[src/tdcr_pkg.sv]
/*
  tdcr_pkg: register numbers, field positions, reset values and codes for
  the trace development control registers.
  assumes: used by tdcr_regs and tdcr_clkdiv on one processor clock.
*/
package tdcr_pkg;
  // ====================================================================
  // register numbers (debug register port access codes) and register reset value
  localparam logic [6:0] TDCR_REG_TRACE_PORT_CONTROL = 7'h02;
  localparam logic [6:0] TDCR_REG_WP_OUT_MAP_LOW = 7'h03;
  localparam logic [6:0] TDCR_REG_WP_OUT_MAP_HIGH = 7'h04;
  localparam logic [31:0] TDCR_RESET_VALUE = 32'h0000_0000;
  // ====================================================================
  // trace_port_control fields
  localparam int TDCR_PORT_WIDTH_BIT = 31;
  localparam int TDCR_CLKDIV_LSB = 29;
  localparam int TDCR_PTM_BIT = 27;
  localparam int TDCR_PERIODIC_OWNER_TRACE_OFF_BIT = 14;
  localparam int TDCR_TS_LSB = 12;
  localparam int TDCR_EVO_LSB = 10;
  localparam int TDCR_EVI_LSB = 8;
  localparam int TDCR_TT_LSB = 0;
  localparam logic [31:0] TDCR_TPC_WMASK = 32'hE800_4F3F;
  localparam logic [31:0] TDCR_MAPL_WMASK = 32'h0FFF_FFFF;
  localparam logic [31:0] TDCR_MAPH_WMASK = 32'h0FFF_003F;
  localparam logic [5:0] TDCR_TT_RESERVED = 6'h10;
  // ====================================================================
  // map register fields
  localparam int TDCR_WEV2_LSB = 24;
  localparam int TDCR_WEV1_LSB = 20;
  localparam int TDCR_WEV0_LSB = 16;
  localparam int TDCR_LOW_WP_COUNT = 15;
  localparam int TDCR_HIGH_WP_BASE = 15;
  localparam int TDCR_HIGH_WP_COUNT = 7;
  localparam int TDCR_WP_COUNT = 22;
  // ====================================================================
  // event pin codes and trace clock divide codes
  localparam logic [1:0] TDCR_EVO_WATCHPOINT = 2'h0;
  localparam logic [1:0] TDCR_EVO_DEBUG_ENTRY = 2'h1;
  localparam logic [1:0] TDCR_EVI_SYNC = 2'h0;
  localparam logic [1:0] TDCR_EVI_DEBUG_REQ = 2'h1;
  typedef enum logic [1:0] {
    TDCR_DIV1 = 2'b00,
    TDCR_DIV2 = 2'b01,
    TDCR_DIV4 = 2'b10,
    TDCR_DIV8 = 2'b11
  } tdcr_div_e;
endpackage : tdcr_pkg

[src/tdcr_clkdiv.sv]
/*
  tdcr_clkdiv: trace output clock from the processor clock, divide 1/2/4/8.
  assumes: divide code changes only in reset or debug mode.
*/
`timescale 1ns/1ps
module tdcr_clkdiv
  import tdcr_pkg::*;
(
  input wire logic mclk,
  input wire logic reset_n,
  input wire logic [1:0] divide,
  output logic trace_clk_en,
  output logic trace_clk
);
  // ====================================================================
  // divider counter
  logic [2:0] count_r;
  logic [2:0] count_nxt;
  logic [2:0] terminal;
  logic phase_r;
  logic wrap;
  tdcr_div_e div_sel;

  assign div_sel = tdcr_div_e'(divide);
  assign terminal = (div_sel == TDCR_DIV2) ? 3'h0 :
                    (div_sel == TDCR_DIV4) ? 3'h1 :
                    (div_sel == TDCR_DIV8) ? 3'h3 : 3'h0;
  assign wrap = (count_r >= terminal);
  assign count_nxt = wrap ? 3'h0 : 3'(count_r + 3'h1);
  assign trace_clk_en = (div_sel == TDCR_DIV1) ? 1'b1 : (wrap & phase_r);
  // divide by one passes the clock through
  assign trace_clk = (div_sel == TDCR_DIV1) ? mclk : phase_r; // RQ2

  always_ff @(posedge mclk or negedge reset_n) begin
    if (!reset_n) begin
      count_r <= 3'h0;
      phase_r <= 1'b0;
    end else begin
      count_r <= count_nxt;
      if (wrap) begin
        phase_r <= ~phase_r; // RQ2
      end
    end
  end
endmodule : tdcr_clkdiv

[src/tdcr_regs.sv]
/*
  tdcr_regs: three trace development control registers and the watchpoint
  to event pin routing they configure.
  assumes: register port gives a one-cycle strobe with register number and
  data; watchpoint hits are one-cycle pulses on mclk.
*/
// Behaviour
// RQ1 - bit 31 selects reduced or full port
// RQ2 - bits 30-29 divide trace clock 1/2/4/8
// RQ3 - bit 27 selects branch history messages
// RQ4 - bit 14 suppresses periodic ownership events
// RQ5 - timestamp field unimplemented, tool writes zero
// RQ6 - event-out source: watchpoints or debug entry
// RQ7 - event-in used as sync or debug request
// RQ8 - six trace-type enables, bit 4 reserved
// RQ9 - register write beats hardware trace-type update
// RQ10 - tool changes width/divide only reset/debug
// RQ11 - tool should change others only then
// RQ12 - register 0x2 read/write, resets zero
// RQ13 - low map selects watchpoint 0-14 for out2
// RQ14 - low map fields select out1, out0
// RQ15 - low mask routes watchpoints 0-15 event-out
// RQ16 - masks act only in watchpoint event-out mode
// RQ17 - high map codes 1-7 select watchpoints 15-21
// RQ18 - high mask routes watchpoints 16-21 event-out
// RQ19 - register 0x3 read/write, resets zero
// RQ20 - start trigger sets, stop clears enables
// RQ21 - access through the test port register mechanism
// RQ22 - outputs assert on selected or masked watchpoints
// RQ23 - reserved bits read zero, ignore writes
`timescale 1ns/1ps
module tdcr_regs
  import tdcr_pkg::*;
#(
  parameter int WP_COUNT = TDCR_WP_COUNT
) (
  input wire logic mclk,
  input wire logic reset_n,
  input wire logic reg_access,
  input wire logic reg_write,
  input wire logic [6:0] reg_num,
  input wire logic [31:0] reg_wdata,
  output logic [31:0] reg_rdata,
  output logic reg_rvalid,
  output logic reg_error,
  input wire logic [WP_COUNT-1:0] wp_hit,
  input wire logic [5:0] trig_start,
  input wire logic [5:0] trig_stop,
  input wire logic debug_entry,
  input wire logic event_in_n,
  output logic port_width_select,
  output logic [1:0] trace_clock_divide,
  output logic trace_clk,
  output logic trace_clk_en,
  output logic program_trace_method,
  output logic periodic_owner_trace_off,
  output logic periodic_owner_event_en,
  output logic [5:0] trace_type_enables,
  output logic trace_sync_req,
  output logic debug_req,
  output logic [2:0] wp_event_out,
  output logic event_out_n
);
  // ====================================================================
  // field decoders
  function automatic logic [WP_COUNT-1:0] low_select(input logic [3:0] code);
    logic [WP_COUNT-1:0] v;
    v = '0;
    if (code != 4'h0) begin
      v[code - 4'h1] = 1'b1; // RQ13
    end
    return v;
  endfunction : low_select

  function automatic logic [WP_COUNT-1:0] high_select(input logic [3:0] code);
    logic [WP_COUNT-1:0] v;
    v = '0;
    if ((code != 4'h0) && !code[3]) begin
      v[TDCR_HIGH_WP_BASE + int'(code) - 1] = 1'b1; // RQ17
    end
    return v;
  endfunction : high_select

  // ====================================================================
  // register port decode
  logic [31:0] tpc_r;
  logic [31:0] tpc_nxt;
  logic [31:0] mapl_r;
  logic [31:0] maph_r;
  logic [31:0] rdata_nxt;
  logic hit_tpc;
  logic hit_mapl;
  logic hit_maph;
  logic hit_any;
  logic wr_tpc;
  logic [5:0] tt_hw;
  logic [31:0] tpc_wr_val;

  // access through the test port register mechanism
  assign hit_tpc = (reg_num == TDCR_REG_TRACE_PORT_CONTROL); // RQ21
  assign hit_mapl = (reg_num == TDCR_REG_WP_OUT_MAP_LOW);
  assign hit_maph = (reg_num == TDCR_REG_WP_OUT_MAP_HIGH);
  assign hit_any = hit_tpc | hit_mapl | hit_maph;
  assign wr_tpc = reg_access & reg_write & hit_tpc;

  // timestamp and reserved bits masked off, read as zero
  assign tpc_wr_val = reg_wdata & TDCR_TPC_WMASK & ~{26'h000_0000, TDCR_TT_RESERVED}; // RQ5 RQ23

  // hardware trigger update: stop clears, start sets, both toggles
  genvar g;
  generate
    for (g = 0; g < 6; g++) begin : g_tt
      assign tt_hw[g] = (trig_start[g] & trig_stop[g]) ? ~tpc_r[TDCR_TT_LSB + g] :
                        trig_start[g] ? 1'b1 :
                        trig_stop[g] ? 1'b0 : tpc_r[TDCR_TT_LSB + g]; // RQ20
    end
  endgenerate

  // write wins over the hardware update in the same cycle
  assign tpc_nxt = wr_tpc ? tpc_wr_val :
                   {tpc_r[31:6], tt_hw & ~TDCR_TT_RESERVED}; // RQ9

  assign rdata_nxt = hit_tpc ? tpc_r :
                     hit_mapl ? mapl_r :
                     hit_maph ? maph_r : 32'h0000_0000;

  always_ff @(posedge mclk or negedge reset_n) begin
    if (!reset_n) begin
      tpc_r <= TDCR_RESET_VALUE; // RQ12
      mapl_r <= TDCR_RESET_VALUE; // RQ19
      maph_r <= TDCR_RESET_VALUE;
      reg_rdata <= 32'h0000_0000;
      reg_rvalid <= 1'b0;
      reg_error <= 1'b0;
    end else begin
      tpc_r <= tpc_nxt; // RQ12
      if (reg_access && reg_write && hit_mapl) begin
        mapl_r <= reg_wdata & TDCR_MAPL_WMASK; // RQ19 RQ23
      end
      if (reg_access && reg_write && hit_maph) begin
        maph_r <= reg_wdata & TDCR_MAPH_WMASK; // RQ23
      end
      reg_rvalid <= reg_access & ~reg_write;
      reg_rdata <= (reg_access && !reg_write) ? rdata_nxt : 32'h0000_0000;
      reg_error <= reg_access & ~hit_any;
    end
  end

  // ====================================================================
  // control outputs
  assign port_width_select = tpc_r[TDCR_PORT_WIDTH_BIT]; // RQ1
  assign trace_clock_divide = tpc_r[TDCR_CLKDIV_LSB +: 2]; // RQ2
  assign program_trace_method = tpc_r[TDCR_PTM_BIT]; // RQ3
  assign periodic_owner_trace_off = tpc_r[TDCR_PERIODIC_OWNER_TRACE_OFF_BIT]; // RQ4
  assign periodic_owner_event_en = ~tpc_r[TDCR_PERIODIC_OWNER_TRACE_OFF_BIT] & tpc_r[TDCR_TT_LSB]; // RQ4
  assign trace_type_enables = tpc_r[TDCR_TT_LSB +: 6]; // RQ8

  logic [1:0] evo_ctl;
  logic [1:0] evi_ctl;
  logic evi_active;
  logic evi_prev_r;
  logic evi_fall;
  assign evo_ctl = tpc_r[TDCR_EVO_LSB +: 2];
  assign evi_ctl = tpc_r[TDCR_EVI_LSB +: 2];
  assign evi_active = ~event_in_n;
  assign evi_fall = evi_active & ~evi_prev_r;
  assign trace_sync_req = evi_fall & (evi_ctl == TDCR_EVI_SYNC); // RQ7
  assign debug_req = evi_active & (evi_ctl == TDCR_EVI_DEBUG_REQ); // RQ7

  tdcr_clkdiv u_clkdiv (
    .mclk(mclk),
    .reset_n(reset_n),
    .divide(trace_clock_divide),
    .trace_clk_en(trace_clk_en),
    .trace_clk(trace_clk)
  );

  // ====================================================================
  // watchpoint routing
  logic [WP_COUNT-1:0] sel2;
  logic [WP_COUNT-1:0] sel1;
  logic [WP_COUNT-1:0] sel0;
  logic [WP_COUNT-1:0] evo_mask;
  logic [2:0] wev_nxt;
  logic evo_wp;
  logic evo_nxt;

  assign sel2 = low_select(mapl_r[TDCR_WEV2_LSB +: 4]) |
                high_select(maph_r[TDCR_WEV2_LSB +: 4]); // RQ13 RQ17
  assign sel1 = low_select(mapl_r[TDCR_WEV1_LSB +: 4]) |
                high_select(maph_r[TDCR_WEV1_LSB +: 4]); // RQ14
  assign sel0 = low_select(mapl_r[TDCR_WEV0_LSB +: 4]) |
                high_select(maph_r[TDCR_WEV0_LSB +: 4]); // RQ14
  // low mask covers 0-15, high mask 16-21
  assign evo_mask = {maph_r[5:0], mapl_r[15:0]}; // RQ15 RQ18
  assign wev_nxt = {|(sel2 & wp_hit), |(sel1 & wp_hit), |(sel0 & wp_hit)}; // RQ22
  assign evo_wp = |(evo_mask & wp_hit); // RQ22
  assign evo_nxt = (evo_ctl == TDCR_EVO_WATCHPOINT) ? evo_wp : // RQ16 RQ6
                   (evo_ctl == TDCR_EVO_DEBUG_ENTRY) ? debug_entry : 1'b0; // RQ6

  always_ff @(posedge mclk or negedge reset_n) begin
    if (!reset_n) begin
      wp_event_out <= 3'h0;
      event_out_n <= 1'b1;
      evi_prev_r <= 1'b0;
    end else begin
      wp_event_out <= wev_nxt; // RQ13
      event_out_n <= ~evo_nxt; // RQ6
      evi_prev_r <= evi_active;
    end
  end
endmodule : tdcr_regs

[config.mk]
export PLATFORM = sky130hd
export DESIGN_NAME = tdcr_regs
export DESIGN_NICKNAME = d
export VERILOG_FILES = /design/src/tdcr_pkg.sv /design/src/tdcr_clkdiv.sv /design/src/tdcr_regs.sv
export SDC_FILE = /design/constraint.sdc
export NUM_CORES = 1
export LEC_CHECK = 0
export BUFFER_PORTS_ARGS = -buffer_cell sky130_fd_sc_hd__buf_2
export CAP_MARGIN = 20
export CORE_MARGIN = 2
export CORE_UTILIZATION = 36
export CTS_BUF_LIST = sky130_fd_sc_hd__clkbuf_16
export CTS_CLUSTER_DIAMETER = 80
export DETAILED_ROUTE_END_ITERATION = 7
export MAX_ROUTING_LAYER = met4
export PLACE_DENSITY_LB_ADDON = 0.15
export RECOVER_POWER = 100
export SETUP_SLACK_MARGIN = 0.02
export SLEW_MARGIN = 20
export SYNTH_ARGS = -nofsm -noshare
export SYNTH_HDL_FRONTEND = slang
export SYNTH_SLANG_ARGS = --single-unit
[constraint.sdc]
create_clock -name mclk -period 2.1 [get_ports mclk]
set_input_delay 0.315 -clock mclk [delete_from_list [all_inputs] [get_ports mclk]]
set_output_delay 0.315 -clock mclk [all_outputs]
set_load 0.02 [all_outputs]
==> Word level (Yosys, flattened, before mapping) <==
Index checks and enable logic that the tools add are counted.
{ "classes": {"addsub": 10, "multipliers": 0, "div_mod_pow": 0, "order_cmp": 13, "eq_ne": 8, "shifts": 0, "mux": 46, "n_bitwise": 35, "n_reduce_logical": 35} }
{ "op_table": {"columns": ["cell", "count"], "rows": [
  ["$and 22x22->22", 4],
  ["$reduce_or 22->1", 4],
  ["$mux 22", 3],
  ["$or 16x22->22", 3],
  ["$mux 32", 2],
  ["$mux 28", 2],
  ["$mux 16", 3],
  ["$reduce_bool 4->1", 11],
  ["$mux 1", 25],
  ["$lt 6x7->1 const B", 3],
  ["$ge 6x1->1 const B", 3],
  ["$lt 4x6->1 const B", 3],
  ["$sub 5x1->6 const B", 3],
  ["$add 4x4->5 const A", 3],
  ["$demux 1 s5", 3],
  ["$and 1x1->1", 14],
  ["$eq 7x2->1 const B", 2],
  ["$logic_and 1x1->1", 13],
  ["$demux 1 s4", 3],
  ["$ge 4x1->1 const B", 3],
  ["$not 1->1", 12],
  ["$sub 4x1->4 const B", 3],
  ["$mux 3", 3],
  ["$eq 7x3->1 const B", 1],
  ["other kinds (9)", 18]
]} }
{ "totals": {"ff_bits": 104, "latch_bits": 0, "mem_bits_rw": 0, "romBits": 0, "inputBits": 79, "output_inout_bits": 54, "word_cells": 164, "n_memories": 0} }

==> Longest topological paths before layout <==
{ "depth": {"word_depth": 10, "ltp_mapped": 7, "ltp_nobuf": 7} }

==> Cells and area by module <==
Synthesis repeated with hierarchy kept, for this count alone.
{ "hier_totals": {"hier_cells": 448, "area_unflattened_um2": 5196.2} }
{ "modules_own_cells": {"columns": ["module", "n_inst", "cells_per_inst", "area_per_inst_um2", "seq_area_each_um2"], "rows": [
  ["tdcr_regs", 1, 427, 4959.8, 2453.6],
  ["tdcr_clkdiv", 1, 21, 236.5, 100.1]
]} }

==> flow_summary_export.csv <==
group,metric,value,unit
status,status,"finished with violations",
status,violations,"setup timing",
min_path,min_from,"event_in_n",
floorplan,die_x,123,microns
min_path,hp-class,"in2reg",
clock_network,cts.reportedPaths.clkPinSlew,0.06,ns
placed_design,post-place-ws,-0.147,ns
placed_design,dpl_cell_area,0.00610,sq mm
timing,period_share,105,%
timing,slew_headroom,6.07,%
yosys,synth_edf_count,0,
floorplan,start_util,36.9,%
timing,finalHoldViolations,0,
job,maxCapViolations,0,
detailed_routing,vias,4033,
global_route,grt_max_degree,103,
critical_path,critPathMaxFanout,3,
layout,nets,666,
yosys,yosysSeqAreaShare,49.7,%
detailed_routing,firstDrtPassIters,4,
floorplan,die-area,0.0152,sq mm
timing,skew,0.00484,ns
detailed_routing,wirelength,14300,microns
timing,worstMarginPinSlew,1.41,ns
timing,period_needed,2.21,ns
yosys,syn_inst,439,
timing,max_freq,453,MHz
floorplan,dieHeight,123,microns
floorplan,ios,133,
layout,final_util,46.5,%
global_route,gr-total-overflow,0,
floorplan,rows,43,
clock_network,tritoncts,"done",
yosys,postSynth.asyncResetShare,100,%
critical_path,r2r-start,"maph_r[21]",
yosys,synth.distinct_cells,61,
layout,final_area,0.00648,sq mm
layout,fillers,1298,
global_route,track_usage,20.5,%
floorplan,placeableCoreArea,0.0139,sq mm
power_and_ir_drop,total_power,4.65,mW
detailed_routing,drt-initial-drc-count,320,
detailed_routing,postRouteAntennaNets,0,
critical_path,critPathKind,"reg2out",
critical_path,cp_data_arrival_time,1.89,ns
timing,rsz0062_at_grt,"true",
global_route,grt_pass1_vias,4158,
layout,antenna-diode-count,0,
detailed_routing,drc_errors,0,
global_route,grt_antenna_before_repair,0,
yosys,syn-mean-instance-area,11.7,sq um
placed_design,gp_routability_congestion,0.876,
yosys,synth_area,0.00514,sq mm
power_and_ir_drop,peakVddDrop,638,uV
placed_design,place_inst,743,
timing,slew_violations,0,
critical_path,cp-startpoint,"tpc_r[30]",
detailed_routing,vias_per_cell,5.27,
power_and_ir_drop,power.density,718,mW/mm^2
yosys,ys_ff_latch,102,
layout,syn2layout_area_growth,26.0,%
timing,finalSetupViolCount,1,
placed_design,dp_hpwl,10500,microns
timing,setup_ws,-0.106,ns
clock_network,clk_latency,0.46,ns
placed_design,portBuffers,127,
power_and_ir_drop,p_leak,3.09,nW
layout,fin_cells,765,
yosys,synth_flop_cell,"dfrtp_1",
critical_path,startpoint_type,"flip-flop",
yosys,synth_warnings,0,
global_route,grt_first_pass_wirelength,22500,microns
critical_path,cp.required,1.78,ns
critical_path,end_kind,"primary output",
layout,drive_above_1_share,34.7,%
detailed_routing,wl_per_cell,18.7,microns
-- cells by family after synthesis --
group                      share of synthesized area, %
buffers and inverters                              4.72
AOI/OAI and AO/OA                                  10.1
and+or+nand+nor                                    12.2
DFF                                                49.7
xor gates and xnor gates                          0.170
other                                            0.0730
adders and majority gates                          1.46
muxes                                              21.5
-- per-stage QoR --
step / TNS, ns / hold slack, ns
5_1_grt: -0.183 / 0.0467
6_report: -0.106 / 0.0458
3_3_place_gp: -4.54 / 0.425
4_1_cts: -0.137 / 0.0136
2_1_floorplan: -1.90 / 0.0194
3_5_place_dp: -5.71 / 0.430
-- synth_stat cells (2+ instances only) --
cell type / n / area, sq um
a211oi_1: 3 / 22.5
a21oi_1: 21 / 105
a221oi_1: 5 / 43.8
a22o_1: 3 / 26.3
a22oi_1: 16 / 120
a31oi_1: 3 / 18.8
and2_1: 2 / 12.5
and3_1: 8 / 50.1
buf_1: 4 / 15.0
buf_2: 2 / 10.0
buf_4: 9 / 67.6
buf_6: 2 / 22.5
clkbuf_1: 12 / 45.0
dfrtp_1: 101 / 2530
ha_1: 6 / 75.1
inv_1: 21 / 78.8
mux2_2: 39 / 439
mux2_4: 20 / 300
mux2i_1: 30 / 300
mux4_2: 3 / 67.6
nand2_1: 17 / 63.8
nand2b_1: 4 / 25.0
nand3b_1: 4 / 30.0
nand4_1: 5 / 31.3
nor2_1: 33 / 124
nor2b_1: 6 / 37.5
nor3_1: 5 / 25.0
nor3b_1: 2 / 15.0
nor4_1: 2 / 12.5
nor4b_1: 3 / 26.3
o21ai_0: 12 / 60.1
o31ai_1: 2 / 15.0
o32ai_1: 3 / 26.3
or3_1: 2 / 12.5
or4b_2: 3 / 30.0
-- placed cells by master, fill, tap and decap left out, types with 3 or more instances in the layout --
| cell type | netlist | final |
|---|---|---|
| buf_4 | 9 | 22 |
| dfrtp_1 | 101 | 100 |
| nor2_1 | 33 | 33 |
| o21ai_0 | 12 | 12 |
| nand2b_1 | 4 | 3 |
| a31oi_1 | 3 | 3 |
| a211oi_1 | 3 | 3 |
| mux2_2 | 39 | 39 |
| mux2_4 | 20 | 20 |
| mux4_2 | 3 | 3 |
| a22o_1 | 3 | 3 |
| and3_1 | 8 | 8 |
| nand4_1 | 5 | 5 |
| ha_1 | 6 | 4 |
| a21oi_1 | 21 | 21 |
| nor3_1 | 5 | 5 |
| buf_12 | 0 | 4 |
| nor4b_1 | 3 | 3 |
| a22oi_1 | 16 | 16 |
| buf_2 | 2 | 78 |
| nand2_1 | 17 | 16 |
| nand3b_1 | 4 | 4 |
| mux2i_1 | 30 | 30 |
| o32ai_1 | 3 | 3 |
| inv_1 | 21 | 21 |
| clkbuf_1 | 12 | 47 |
| nor2b_1 | 6 | 6 |
| a221oi_1 | 5 | 5 |
| clkbuf_16 | 0 | 12 |
-- worst max-delay path, cell delays in order (launching register included) --
cell and delay [ns]:
dfrtp_2 0.44, ha_4 0.24, nand2b_4 0.14, a211o_1 0.31
a21o_1 0.17, buf_6 0.13
-- layer usage --
metal	wire, microns	vias up	global-route usage, %
met3	978	18	5.03
met4	212	0	6.96
li1	-	1865	-
met5	0	-	-
met1	6520	2009	27.5
met2	6630	141	30.3
-- power breakdown --
group | internal, mW | total (mW) | leakage, nW | switching, mW
Sequential | 2.05 | 2.14 | 1.39 | 0.0877
Clock | 1.17 | 1.95 | 0.185 | 0.780
Combinational | 0.250 | 0.553 | 1.51 | 0.303
Total | 3.48 | 4.65 | 3.09 | 1.17
-- timing repair --
| item | 4_1_cts | 5_1_grt |
|---|---|---|
| pin swaps | 2 | 1 |
| gates resized for setup | 9 | 2 |
| setup endpoints to repair | 1 | 2 |
| buffers inserted | 2 | 1 |
| hold buffers | 1 | 0 |
| hold endpoints to repair | 101 | 0 |
-- area by class of cell --
class,instances,area [sq um],area share (%)
Inverter,22,82.6,1.28
Sequential cell,102,2550,39.5
Tap cell,180,225,3.48
Clock buffer,13,305,4.71
Multi-Input combinational cell,287,2400,37.0
Clock inverter,6,55.1,0.850
Timing Repair Buffer,155,855,13.2
-- registers in the layout, summed over array words and instances (netlist names), 3 cells and up --
register and cells:
wp_event_out 3, mapl_r 28, maph_r 18, reg_rdata 31
tpc_r 14, u_clkdiv.count_r 3
-- path summary, 6_finish.rpt --
check | endpoint | slack [ns] | depth (start not counted)
min in group asynchronous | reg_rdata[20] | 0.81 | 3
min reg2reg | u_clkdiv.count_r[0] | 0.47 | 1
max in group asynchronous | tpc_r[30] | 0.28 | 3
max | trace_clk_en | -0.11 | 5
min | evi_prev_r | 0.05 | 2
max reg2reg | wp_event_out[1] | 0.16 | 6
No activity file was read; power rests on OpenSTA's default activity.
